## src/rtl/rwc_pkg.sv

```systemverilog
/*
 Shared constants and carrier types for the reset and watchdog controller.
 Assumes one system clock of 125 MHz; every time below is turned into cycles here.
*/
package rwc_pkg;
    // ----------------------------------------
    // Clock and timing
    // ----------------------------------------
    localparam int unsigned SYS_CLK_HZ = 125_000_000;
    localparam int unsigned CLK_PERIOD_NS = 8;
    // Least low time of the reset pin, rounded up to cycles
    localparam int unsigned EXT_MIN_PULSE_NS = 2500;
    localparam int unsigned EXT_MIN_CYC =
        (EXT_MIN_PULSE_NS + CLK_PERIOD_NS - 1) / CLK_PERIOD_NS;
    // Least under-voltage time, rounded up to cycles
    localparam int unsigned UV_MIN_DURATION_NS = 2000;
    localparam int unsigned UV_MIN_CYC =
        (UV_MIN_DURATION_NS + CLK_PERIOD_NS - 1) / CLK_PERIOD_NS;
    // Base reset stretch, scaled up by the start-up fuses
    localparam int unsigned STRETCH_BASE_US = 4;
    localparam int unsigned STRETCH_BASE_CYC =
        (STRETCH_BASE_US * 1000 + CLK_PERIOD_NS - 1) / CLK_PERIOD_NS;
    // Watchdog oscillator rate, as an enable from the system clock
    localparam int unsigned WDOG_OSC_HZ = 128_000;
    localparam int unsigned WDOG_TICK_DIV = SYS_CLK_HZ / WDOG_OSC_HZ;
    localparam int unsigned WDOG_BASE_TICKS = 2048;
    localparam logic [3:0] WDOG_SEL_MAX = 4'h9;
    // Cycles during which the change enable stays open
    localparam logic [2:0] CE_WINDOW = 3'h4;
    // Undervolt level fuse code meaning detector off
    localparam logic [2:0] UV_FUSE_OFF = 3'h7;

    // ----------------------------------------
    // Register offsets and reset values
    // ----------------------------------------
    localparam logic [11:0] OFS_RST_FLAGS = 12'h000;
    localparam logic [11:0] OFS_WDOG_CTRL = 12'h004;
    localparam logic [11:0] OFS_REF_CTRL = 12'h008;
    localparam logic [7:0] WDCTL_RST = 8'h00;
    localparam logic [4:0] FLAGS_RST = 5'h00;

    // Watchdog control word, bit 7 down to bit 0
    typedef struct packed {
        logic irq_flag;
        logic irq_en;
        logic presc_hi;
        logic change_en;
        logic reset_en;
        logic [2:0] presc_lo;
    } rwc_wdctl_t;

    // Reset source flags, bit 4 down to bit 0
    typedef struct packed {
        logic scan;
        logic wdog;
        logic undervolt_detector;
        logic ext;
        logic por;
    } rwc_rstflag_t;
endpackage

```

## src/rtl/rwc_top.sv

```systemverilog
/*
 Reset and watchdog controller top: merges reset sources, stretches the
 internal reset, runs the watchdog and its guarded control word, and offers
 an APB slave. Assumes fuses are static and pins are asynchronous.
*/
// Chosen here: the placing of the registers and the APB interface to the registers.
// How it works
// [RL1] Core restarts from vector after reset
// [RL2] Port reset follows sources with no clock
// [RL3] Internal reset held until stretch expires
// [RL4] Five sources merged into one reset
// [RL5] Reset pin low past minimum resets
// [RL6] Pin release starts the stretch counter
// [RL7] Scan reset bit holds reset while set
// [RL8] Power-on asserts at once, release stretches
// [RL9] Enabled undervolt resets, release then stretches
// [RL10] Undervolt counts only past minimum duration
// [RL11] Watchdog reset pulse one cycle, then stretch
// [RL12] Bandgap on for detector, comparator, converter
// [RL13] Watchdog counts its own oscillator ticks
// [RL14] Restart clears watchdog before time-out
// [RL15] Prescaler selects 16 ms to 8 s
// [RL16] Interrupt mode raises wake-capable interrupt
// [RL17] Reset mode expiry resets the device
// [RL18] Combined mode: interrupt first, then reset
// [RL19] Always-on fuse forces reset mode
// [RL20] Opening write sets change and reset enables
// [RL21] Guarded changes only inside four-cycle window
// [RL22] Change enable clears after four cycles
// [RL23] Reset enable stuck while reset flag set
// [RL24] Interrupt flag: vector or write one clears
// [RL25] Source flags set; zero or power-on clears
`timescale 1ns/10ps
`default_nettype none
module rwc_top
    import rwc_pkg::*;
#(
    parameter int unsigned STRETCH_BASE = STRETCH_BASE_CYC,
    parameter int unsigned WDOG_DIV = WDOG_TICK_DIV
) (
    input wire logic i_sys_clk,
    input wire logic i_sys_rst,
    input wire logic i_psel,
    input wire logic i_penable,
    input wire logic i_pwrite,
    input wire logic [11:0] i_paddr,
    input wire logic [31:0] i_pwdata,
    output logic [31:0] o_prdata,
    output logic o_pready,
    output logic o_pslverr,
    input wire logic i_por_active,
    input wire logic i_ext_rst_n,
    input wire logic i_undervolt,
    input wire logic i_scan_rst,
    input wire logic [2:0] i_undervolt_level_fuse,
    input wire logic [1:0] i_startup_time_fuse,
    input wire logic [3:0] i_clock_select_fuse,
    input wire logic i_wdog_always_on_fuse,
    input wire logic i_wdog_restart,
    input wire logic i_wdog_irq_ack,
    input wire logic i_converter_en,
    output logic o_io_rst,
    output logic o_sys_rst,
    output logic o_wdog_irq,
    output logic o_bandgap_en
);
    // ----------------------------------------
    // Declarations
    // ----------------------------------------
    logic [3:0] pin_s1_ff;        // First sync stage, read by stage two only
    logic [3:0] pin_s2_ff;        // Synced {scan, undervolt, pin low, por}
    logic [1:0] qual_ff;          // Filtered {undervolt, pin low}
    logic [8:0] filt_cnt_ff [2];  // Active time per filtered source
    logic [1:0] filt_in;
    logic por_s;
    logic scan_s;
    logic uv_en;
    logic hold;                   // Any source active
    logic stretch_act;
    logic sys_rst_ff;
    logic rst_regs;               // Block reset or internal reset
    rwc_wdctl_t ctl_ff;           // Stored watchdog control
    rwc_wdctl_t nxt_ctl;
    rwc_wdctl_t wd;               // Write data as control word
    rwc_wdctl_t rd_ctl;           // Control as software sees it
    rwc_rstflag_t flags_ff;
    rwc_rstflag_t nxt_flags;
    rwc_rstflag_t flag_set;
    logic [2:0] ce_cnt_ff;        // Cycles left in the change window
    logic [2:0] nxt_ce_cnt;
    logic win_open;
    logic comparator_bandgap_sel_ff;                // Comparator bandgap select
    logic bandgap_ff;
    logic wdog_pulse_ff;
    logic wdt_to;
    logic re_eff;
    logic ie_eff;
    logic irq_set;
    logic pulse_set;
    logic apb_wr;
    logic wr_ctl;
    logic wr_flags;
    logic wr_ref;
    logic open_seq;
    logic commit;
    logic hit;
    logic [31:0] rd_mux;
    logic [31:0] prdata_ff;
    logic [2:0] shift;

    // ----------------------------------------
    // Pin synchronisers
    // ----------------------------------------
    // Two stages; reset pin inverted ahead of the first stage
    always_ff @(posedge i_sys_clk) begin
        if (i_sys_rst) begin
            pin_s1_ff <= 4'h0;
            pin_s2_ff <= 4'h0;
        end else begin
            pin_s1_ff <= {i_scan_rst, i_undervolt, ~i_ext_rst_n, i_por_active};
            pin_s2_ff <= pin_s1_ff;
        end
    end

    assign por_s = pin_s2_ff[0];
    assign scan_s = pin_s2_ff[3];
    // Detector is off when the level fuse reads unprogrammed
    assign uv_en = (i_undervolt_level_fuse != UV_FUSE_OFF);
    assign filt_in = {pin_s2_ff[2] & uv_en, pin_s2_ff[1]};

    // ----------------------------------------
    // Minimum-duration filters
    // ----------------------------------------
    // Glitches shorter than the minimum never reach the reset merge
    for (genvar g = 0; g < 2; g++) begin : g_filt
        localparam logic [8:0] MIN = (g == 0) ? 9'(EXT_MIN_CYC - 1) : 9'(UV_MIN_CYC - 1);
        always_ff @(posedge i_sys_clk) begin
            if (i_sys_rst || !filt_in[g]) begin
                filt_cnt_ff[g] <= 9'h000;
                qual_ff[g] <= 1'b0;
            end else if (filt_cnt_ff[g] == MIN) begin
                qual_ff[g] <= 1'b1; // RL5 RL10
            end else begin
                filt_cnt_ff[g] <= filt_cnt_ff[g] + 9'h001;
            end
        end
    end

    // ----------------------------------------
    // Reset merge and stretch
    // ----------------------------------------
    assign hold = por_s | qual_ff[0] | qual_ff[1] | scan_s | wdog_pulse_ff; // RL4 RL7 RL8 RL9
    // Raw port reset: no clock needed, so short pin pulses may also show
    assign o_io_rst = i_sys_rst | i_por_active | ~i_ext_rst_n
        | (uv_en & i_undervolt) | i_scan_rst | wdog_pulse_ff; // RL2
    assign shift = {1'b0, i_startup_time_fuse} + {2'b00, |i_clock_select_fuse};

    rwc_stretch #(
        .BASE(STRETCH_BASE)
    ) u_stretch (
        .i_sys_clk(i_sys_clk),
        .i_sys_rst(i_sys_rst),
        .i_hold(hold),
        .i_shift(shift),
        .o_active(stretch_act)
    );

    // Core restarts from its vector when this falls
    always_ff @(posedge i_sys_clk) begin
        sys_rst_ff <= i_sys_rst | hold | stretch_act; // RL1 RL3 RL6
    end
    assign o_sys_rst = sys_rst_ff;
    assign rst_regs = i_sys_rst | sys_rst_ff;

    // ----------------------------------------
    // Watchdog mode and counter
    // ----------------------------------------
    assign re_eff = ctl_ff.reset_en | flags_ff.wdog | i_wdog_always_on_fuse; // RL19 RL23
    assign ie_eff = ctl_ff.irq_en & ~i_wdog_always_on_fuse; // RL19

    // Tick enable models the separate oscillator; a real part needs a crossing
    rwc_wdog #(
        .TICK_DIV(WDOG_DIV)
    ) u_wdog (
        .i_sys_clk(i_sys_clk),
        .i_sys_rst(rst_regs),
        .i_clear(i_wdog_restart), // RL14
        .i_run(re_eff | ie_eff),
        .i_sel({ctl_ff.presc_hi, ctl_ff.presc_lo}), // RL13 RL15
        .o_timeout(wdt_to)
    );

    // Interrupt unless combined mode already has its flag pending
    assign irq_set = wdt_to & ie_eff & ~(re_eff & ctl_ff.irq_flag); // RL16 RL18
    assign pulse_set = wdt_to & re_eff & ~(ie_eff & ~ctl_ff.irq_flag); // RL17 RL18

    always_ff @(posedge i_sys_clk) begin
        if (i_sys_rst) begin
            wdog_pulse_ff <= 1'b0;
        end else begin
            wdog_pulse_ff <= pulse_set; // RL11
        end
    end
    assign o_wdog_irq = ctl_ff.irq_flag & ie_eff;

    // ----------------------------------------
    // APB decode
    // ----------------------------------------
    assign apb_wr = i_psel & i_penable & i_pwrite;
    assign wr_ctl = apb_wr & (i_paddr == OFS_WDOG_CTRL);
    assign wr_flags = apb_wr & (i_paddr == OFS_RST_FLAGS);
    assign wr_ref = apb_wr & (i_paddr == OFS_REF_CTRL);
    assign hit = (i_paddr == OFS_WDOG_CTRL) | (i_paddr == OFS_RST_FLAGS)
        | (i_paddr == OFS_REF_CTRL);
    assign wd = rwc_wdctl_t'(i_pwdata[7:0]);
    assign win_open = (ce_cnt_ff != 3'h0);
    assign open_seq = wr_ctl & wd.change_en & wd.reset_en; // RL20
    assign commit = wr_ctl & win_open & ~wd.change_en; // RL21

    // ----------------------------------------
    // Watchdog control next state
    // ----------------------------------------
    always_comb begin
        nxt_ctl = ctl_ff;
        nxt_ctl.change_en = 1'b0;
        if (commit) begin
            // A pending watchdog reset flag keeps the enable set through a commit
            nxt_ctl.reset_en = wd.reset_en | flags_ff.wdog; // RL21 RL23
            nxt_ctl.presc_hi = wd.presc_hi;
            nxt_ctl.presc_lo = wd.presc_lo;
        end else if (wr_ctl && wd.reset_en) begin
            nxt_ctl.reset_en = 1'b1; // Setting never needs the window
        end
        if (wr_ctl) begin
            nxt_ctl.irq_en = wd.irq_en;
        end else if (i_wdog_irq_ack && re_eff) begin
            nxt_ctl.irq_en = 1'b0; // Vector drops combined mode to reset mode
        end
        // Set beats both clears
        if (irq_set) begin
            nxt_ctl.irq_flag = 1'b1; // RL24
        end else if (i_wdog_irq_ack || (wr_ctl && wd.irq_flag)) begin
            nxt_ctl.irq_flag = 1'b0; // RL24
        end
    end

    // Window count: four on opening, shut by a commit or by running out
    assign nxt_ce_cnt = open_seq ? CE_WINDOW
        : commit ? 3'h0
        : win_open ? ce_cnt_ff - 3'h1 : 3'h0; // RL22

    always_ff @(posedge i_sys_clk) begin
        if (rst_regs) begin
            ctl_ff <= rwc_wdctl_t'(WDCTL_RST); // RL1
            ce_cnt_ff <= 3'h0;
            comparator_bandgap_sel_ff <= 1'b0;
        end else begin
            ctl_ff <= nxt_ctl;
            ce_cnt_ff <= nxt_ce_cnt;
            comparator_bandgap_sel_ff <= wr_ref ? i_pwdata[0] : comparator_bandgap_sel_ff;
        end
    end

    // ----------------------------------------
    // Reset source flags
    // ----------------------------------------
    // Power-on, a written zero and the block reset clear them; internal reset does not
    assign flag_set = {scan_s, wdog_pulse_ff, qual_ff[1], qual_ff[0], por_s};
    always_comb begin
        nxt_flags = flags_ff;
        if (wr_flags) begin
            nxt_flags = flags_ff & rwc_rstflag_t'(i_pwdata[4:0]);
        end
        if (por_s) begin
            nxt_flags = FLAGS_RST;
        end
        nxt_flags = nxt_flags | flag_set; // RL25
    end

    always_ff @(posedge i_sys_clk) begin
        if (i_sys_rst) begin
            flags_ff <= rwc_rstflag_t'(FLAGS_RST);
        end else begin
            flags_ff <= nxt_flags;
        end
    end

    // ----------------------------------------
    // Bandgap enable
    // ----------------------------------------
    always_ff @(posedge i_sys_clk) begin
        if (i_sys_rst) begin
            bandgap_ff <= 1'b0;
        end else begin
            bandgap_ff <= uv_en | comparator_bandgap_sel_ff | i_converter_en; // RL12
        end
    end
    assign o_bandgap_en = bandgap_ff;

    // ----------------------------------------
    // APB read path
    // ----------------------------------------
    always_comb begin
        rd_ctl = ctl_ff;
        rd_ctl.change_en = win_open;
        rd_ctl.reset_en = re_eff; // RL23
        rd_ctl.irq_en = ie_eff;
    end
    assign rd_mux = (i_paddr == OFS_WDOG_CTRL) ? {24'h000000, rd_ctl}
        : (i_paddr == OFS_RST_FLAGS) ? {27'h0000000, flags_ff}
        : (i_paddr == OFS_REF_CTRL) ? {30'h00000000, bandgap_ff, comparator_bandgap_sel_ff}
        : 32'h00000000;

    // Read data caught in setup, so the access phase needs no wait
    always_ff @(posedge i_sys_clk) begin
        if (i_sys_rst) begin
            prdata_ff <= 32'h00000000;
        end else if (i_psel && !i_penable) begin
            prdata_ff <= rd_mux;
        end
    end
    assign o_prdata = prdata_ff;
    assign o_pready = 1'b1;
    assign o_pslverr = i_psel & i_penable & ~hit;
endmodule
`default_nettype wire

```

## src/rtl/rwc_wdog.sv

```systemverilog
/*
 Watchdog counter: a tick enable standing in for the 128 kHz oscillator and a
 tick counter that pulses on the selected time-out.
 Assumes the caller clears it on restart and on internal reset.
*/
`timescale 1ns/10ps
`default_nettype none
module rwc_wdog
    import rwc_pkg::*;
#(
    parameter int unsigned TICK_DIV = WDOG_TICK_DIV
) (
    input wire logic i_sys_clk,
    input wire logic i_sys_rst,
    input wire logic i_clear,
    input wire logic i_run,
    input wire logic [3:0] i_sel,
    output logic o_timeout
);
    logic [9:0] div_ff;      // Cycles within one oscillator period
    logic [20:0] cnt_ff;     // Oscillator ticks since restart or the last time-out
    logic [3:0] sel_c;       // Reserved codes act as the longest
    logic [20:0] limit;
    logic tick;

    assign sel_c = (i_sel > WDOG_SEL_MAX) ? WDOG_SEL_MAX : i_sel;
    assign limit = 21'(WDOG_BASE_TICKS) << sel_c;
    assign tick = (div_ff == 10'(TICK_DIV - 1));

    // ----------------------------------------
    // Tick divider and time-out count
    // ----------------------------------------
    always_ff @(posedge i_sys_clk) begin
        if (i_sys_rst || i_clear || !i_run) begin
            div_ff <= 10'h000;
            cnt_ff <= 21'h000000;
            o_timeout <= 1'b0;
        end else begin
            o_timeout <= 1'b0;
            if (tick) begin
                div_ff <= 10'h000;
                // Wrap and pulse once per period
                if (cnt_ff == limit - 21'h000001) begin
                    cnt_ff <= 21'h000000;
                    o_timeout <= 1'b1;
                end else begin
                    cnt_ff <= cnt_ff + 21'h000001;
                end
            end else begin
                div_ff <= div_ff + 10'h001;
            end
        end
    end
endmodule
`default_nettype wire

```

## src/rtl/rwc_stretch.sv

```systemverilog
/*
 Reset stretch counter: reloads while any source holds reset and counts
 down once all are gone. Assumes a shift of at most four.
*/
`timescale 1ns/10ps
`default_nettype none
module rwc_stretch
    import rwc_pkg::*;
#(
    parameter int unsigned BASE = STRETCH_BASE_CYC
) (
    input wire logic i_sys_clk,
    input wire logic i_sys_rst,
    input wire logic i_hold,
    input wire logic [2:0] i_shift,
    output logic o_active
);
    logic [13:0] cnt_ff;   // Cycles of stretch still to run
    logic [13:0] load;

    assign load = 14'(BASE) << i_shift;
    assign o_active = (cnt_ff != 14'h0000);

    // ----------------------------------------
    // Reload while held, run down after
    // ----------------------------------------
    always_ff @(posedge i_sys_clk) begin
        if (i_sys_rst || i_hold) begin
            cnt_ff <= load;
        end else if (o_active) begin
            cnt_ff <= cnt_ff - 14'h0001;
        end
    end
endmodule
`default_nettype wire

```

## config.mk

```make
export PLATFORM = sky130hd
export DESIGN_NAME = rwc_top
export DESIGN_NICKNAME = d
export VERILOG_FILES = /design/src/rtl/rwc_pkg.sv /design/src/rtl/rwc_top.sv /design/src/rtl/rwc_wdog.sv /design/src/rtl/rwc_stretch.sv
export SDC_FILE = /design/constraint.sdc
export NUM_CORES = 1
export LEC_CHECK = 0
export BUFFER_PORTS_ARGS = -buffer_cell sky130_fd_sc_hd__buf_2
export CAP_MARGIN = 10
export CORE_MARGIN = 3
export CORE_UTILIZATION = 56
export DETAILED_ROUTE_END_ITERATION = 10
export PLACE_DENSITY = 0.91
export SLEW_MARGIN = 20
export SYNTH_ARGS = -nofsm -noshare
export SYNTH_HDL_FRONTEND = slang
export SYNTH_SLANG_ARGS = --single-unit
```

## constraint.sdc

```tcl
create_clock -name i_sys_clk -period 8.2 [get_ports i_sys_clk]
set_input_delay 0.82 -clock i_sys_clk [delete_from_list [all_inputs] [get_ports i_sys_clk]]
set_output_delay 0.82 -clock i_sys_clk [all_outputs]
set_load 0.005 [all_outputs]
```

==> tab_implementation.tex <==
\begin{tabular}{lr}
\hline
Metric & Value \\
\hline
\multicolumn{2}{l}{\textbf{Layout}} \\
\quad Fill count & between 700 and 800 \\
\quad Leading cell type in the layout, fill and taps excluded & dfxtp\_1 \\
\quad Most used cells in the layout excluding fill and tap cells & 69 x dfxtp\_1, 60 x nor2\_1, 54 x buf\_2 \\
\quad Layout area overhead & 7.60\% \\
\quad Filler-free cell count of the finished design & 764 \\
\quad Share of post-route cells with drive strength above 1 & between 10\% and 20\% \\
\quad Antenna diode count & 0 \\
\quad Net count of the finished layout & between 700 and 800 \\
\quad Area of the multi-input gates & approximately 2700 µm² \\
\quad Area occupied by registers & 2340 µm² \\
\multicolumn{2}{l}{\textbf{GRT}} \\
\quad Overall routing resource usage & between 20 and 25\% \\
\quad Antenna violations before repair & 0 \\
\quad Total global routing overflow & 0 \\
\quad Wire length of the first global-routing pass & 18700 µm \\
\quad Largest net degree at the start of global routing & 32 \\
\quad Number of global-route vias before repair & 4157 \\
\multicolumn{2}{l}{\textbf{Clock tree}} \\
\quad CTS Buffer Depth & 2 \\
\quad CTS buffer count & 9 \\
\quad Number of hold buffers added after cts & 0 \\
\quad Number of clock sinks seen by CTS & 101 \\
\quad Maximum level of the CTS H-tree & 3 \\
\quad Total of cells resized after clock tree synthesis & 0 \\
\quad Clock-pin slew on the worst setup and hold paths & 100 ps \\
\quad TritonCTS clock tree & yes \\
\quad Later-pin clock latency in the skew report & 380 ps \\
\quad Total setup buffers inserted after CTS & 0 \\
\quad CTS root buffer & clkbuf\_8 \\
\multicolumn{2}{l}{\textbf{Timing}} \\
\quad Setup repair after global routing missed its margin & no \\
\quad Post-route clock period utilization & just under 40\% \\
\quad Final critical-path required period & 3210 ps \\
\quad Aggregate negative setup slack & 0 ps \\
\quad Remaining max-slew budget at the tightest pin & about two fifths \\
\quad Final Setup Violations & 0 \\
\quad Count of pins over their slew limit & 0 \\
\quad Measured slew at the worst slew-check pin & 888 ps \\
\quad Hold violation total from the final report & 0 \\
\quad Clock skew & 17.0 ps \\
\quad Achievable clock frequency & 0.312 GHz \\
\quad Final worst setup slack & 4990 ps \\
\multicolumn{2}{l}{\textbf{Placed design}} \\
\quad Quantity of I/O buffers inserted on ports & 54 \\
\quad Worst-case setup slack after placement & 5040 ps \\
\quad Number of instances in the placed design & approximately 750 \\
\quad Final weighted congestion in routability-driven placement & 0.871 \\
\quad Post-DP HPWL & 8110 µm \\
\multicolumn{2}{l}{\textbf{Yosys}} \\
\quad Area of the mapped netlist & 5370 µm² \\
\quad Async set-reset flop share out of synthesis & 0\% \\
\quad Top cell type's share of synthesized area & 25.7\% \\
\quad Number of flops mapped to enable cells by yosys & 32 \\
\quad Top cell type by total area after synthesis & dfxtp\_1 \\
\quad Main synth FF type & dfxtp\_1 \\
\quad Seq cells post-synth & approximately 100 \\
\quad Number of distinct library cells after synthesis & 58 \\
\quad Sequential share of the synthesized area & 43.7\% \\
\quad Cell count after synthesis & 593 \\
\quad Top post-synthesis cells by area & dfxtp\_1 26\%, edfxtp\_1 18\%, xor2\_1 5.2\% \\
\quad Yosys warnings & 0 \\
\quad Avg Inst Size Synth & around 9 µm² \\
\multicolumn{2}{l}{\textbf{Floorplan}} \\
\quad Full die area & between 10000 and 15000 µm² \\
\quad Starting Density & 57.8\% \\
\quad Site row count & 35 \\
\quad Die X-Extent & 104 µm \\
\quad I/O pin count & roughly 100 \\
\quad Chip Height & between 100 and 150 µm \\
\quad CORE AREA & 9280 µm² \\
\multicolumn{2}{l}{\textbf{Hold path}} \\
\quad Hold Crit Class & reg2reg \\
\quad Launch instance of the worst min-delay path & ce\_cnt\_ff[0]\$\_SDFF\_PP0\_ \\
\multicolumn{2}{l}{\textbf{Route}} \\
\quad Antenna-violating nets left & 0 \\
\quad Iteration-0 DRC count of the detailed router & 305 \\
\quad Total routed wirelength & 11100 µm \\
\quad Total length of routed met3 wires & around 550 µm \\
\quad Met2 wirelength from detailed routing & around 5400 µm \\
\quad Top routing layer used & met4 \\
\quad Met1 wire length & between 4000 and 5000 µm \\
\quad Length of the first detailed-routing pass in iterations & 5 \\
\quad Total number of vias & 4317 \\
\quad Vias per inst & 5.65 \\
\quad Count of unresolved DRC violations after routing & 0 \\
\quad Routed length per instance & 14.5 µm \\
\multicolumn{2}{l}{\textbf{Setup path}} \\
\quad Endpoint kind of the worst setup timing path & flip-flop \\
\quad Worst reg-to-reg setup slack & between 4000 and 5000 ps \\
\quad Launching element type of the critical path & flip-flop \\
\quad Reg-to-reg critical path startpoint & ctl\_ff[2]\$\_SDFFE\_PP0P\_ \\
\quad Maximum fanout along the worst path & 18 \\
\quad Family with the most delay on the worst path & simple AND/OR/NAND/NOR gates \\
\quad WP buf/inv & 0 \\
\quad Critical Path RT & 8420 ps \\
\quad Worst Path Class, Setup & reg2reg \\
\quad Critical Path Slowest Stage Cell & nor4b\_4 \\
\quad Worst setup path startpoint & ctl\_ff[2]\$\_SDFFE\_PP0P\_ \\
\quad Critical path data arrival time & 3430 ps \\
\quad Ordered list of cells on the worst path & nor2\_2, nand3b\_1, ha\_1, xor2\_1, nand4b\_1, or4\_4, nor4b\_4, a221oi\_1 \\
\quad Worst stage delay on the critical path & 800 ps \\
\multicolumn{2}{l}{\textbf{Power}} \\
\quad Cell Pwr Density & 157 nW/µm² \\
\quad Leak & 2.14 nW \\
\quad Worst-case vdd ir drop & 0.0932 mV \\
\multicolumn{2}{l}{\textbf{Run status}} \\
\quad Run status & finished clean \\
\multicolumn{2}{l}{\textbf{Flow run}} \\
\quad Max-cap violations & 0 \\
\hline
\end{tabular}
## path summary, 6_finish.rpt
| check | endpoint | depth (start not counted) |
|---|---|---|
| hold reg to reg | ce_cnt_ff[0]$_SDFF_PP0_ | 1 |
| setup reg to reg | u_wdog.cnt_ff[18]$_SDFFE_PP0N_ | 8 |
| hold / removal | ce_cnt_ff[0]$_SDFF_PP0_ | 1 |
| setup / recovery | u_wdog.cnt_ff[18]$_SDFFE_PP0N_ | 8 |
## final cells by class
| cell class | instances | area share, % |
|---|---|---|
| Tap cell | 129 | 2.80 |
| Multi-Input combinational cell | 441 | 47.2 |
| Clock buffer | 9 | 2.15 |
| Timing Repair Buffer | 56 | 4.94 |
| Clock inverter | 7 | 0.975 |
| Inverter | 21 | 1.37 |
| Sequential cell | 101 | 40.6 |
## synth_stat cells (21+ instances only)
| master | count |
|---|---|
| edfxtp_1 | 32 |
| xor2_1 | 32 |
| clkbuf_1 | 21 |
| nor2_1 | 60 |
| buf_4 | 26 |
| inv_1 | 21 |
| o21ai_0 | 25 |
| dfxtp_1 | 69 |
| nand3_1 | 32 |
| a21oi_1 | 28 |
| nand2_1 | 44 |
## flip-flops by register name (all words and copies together), names as in the netlist, 2 cells and up
name,cells
pin_s2_ff,4
u_stretch.cnt_ff,14
filt_cnt_ff,18
flags_ff,5
ce_cnt_ff,3
o_prdata,8
flag_set,2
u_wdog.cnt_ff,21
u_wdog.div_ff,10
ctl_ff,7
pin_s1_ff,4
## metrics by stage
| stage | hold WS (ps) | utilization, % | total power [W] | instance area, µm² |
|---|---|---|---|---|
| detailed placement | 427 | 60.2 | 0.000621 | 5590 |
| floorplan | 393 | - | 0.000605 | 5450 |
| finish | 437 | 62.2 | 0.000909 | 5770 |
| global placement | 401 | 60.2 | 0.000616 | 5590 |
| global route | 452 | 62.2 | 0.000941 | 5770 |
| CTS | 440 | 62.2 | 0.000911 | 5770 |
## where the power goes
part	internal, W	switching (W)	total [W]
clock	0.000114	0.000184	0.000298
sequential	0.000530	0.0000120	0.000542
combinational	0.0000302	0.0000382	0.0000685
total	0.000674	0.000234	0.000909
## cells by family after synthesis
| family | Yosys count | share of synthesized area (%) |
|---|---|---|
| and+or+nand+nor | 242 | 23.9 |
| DFF | 101 | 43.7 |
| AOI/OAI and AO/OA | 100 | 11.8 |
| buffers and inverters | 74 | 7.16 |
| xor gates and xnor gates | 53 | 8.79 |
| adders and majority gates | 13 | 3.03 |
| muxes | 8 | 1.54 |
| other | 2 | 0.140 |
## routing by layer
layer	global-route usage (%)	up-vias
met5	0	-
met4	10.3	0
met3	3.85	25
met2	35.6	131
met1	25.0	2038
li1	-	2123
(Power assumes the default switching activity.)
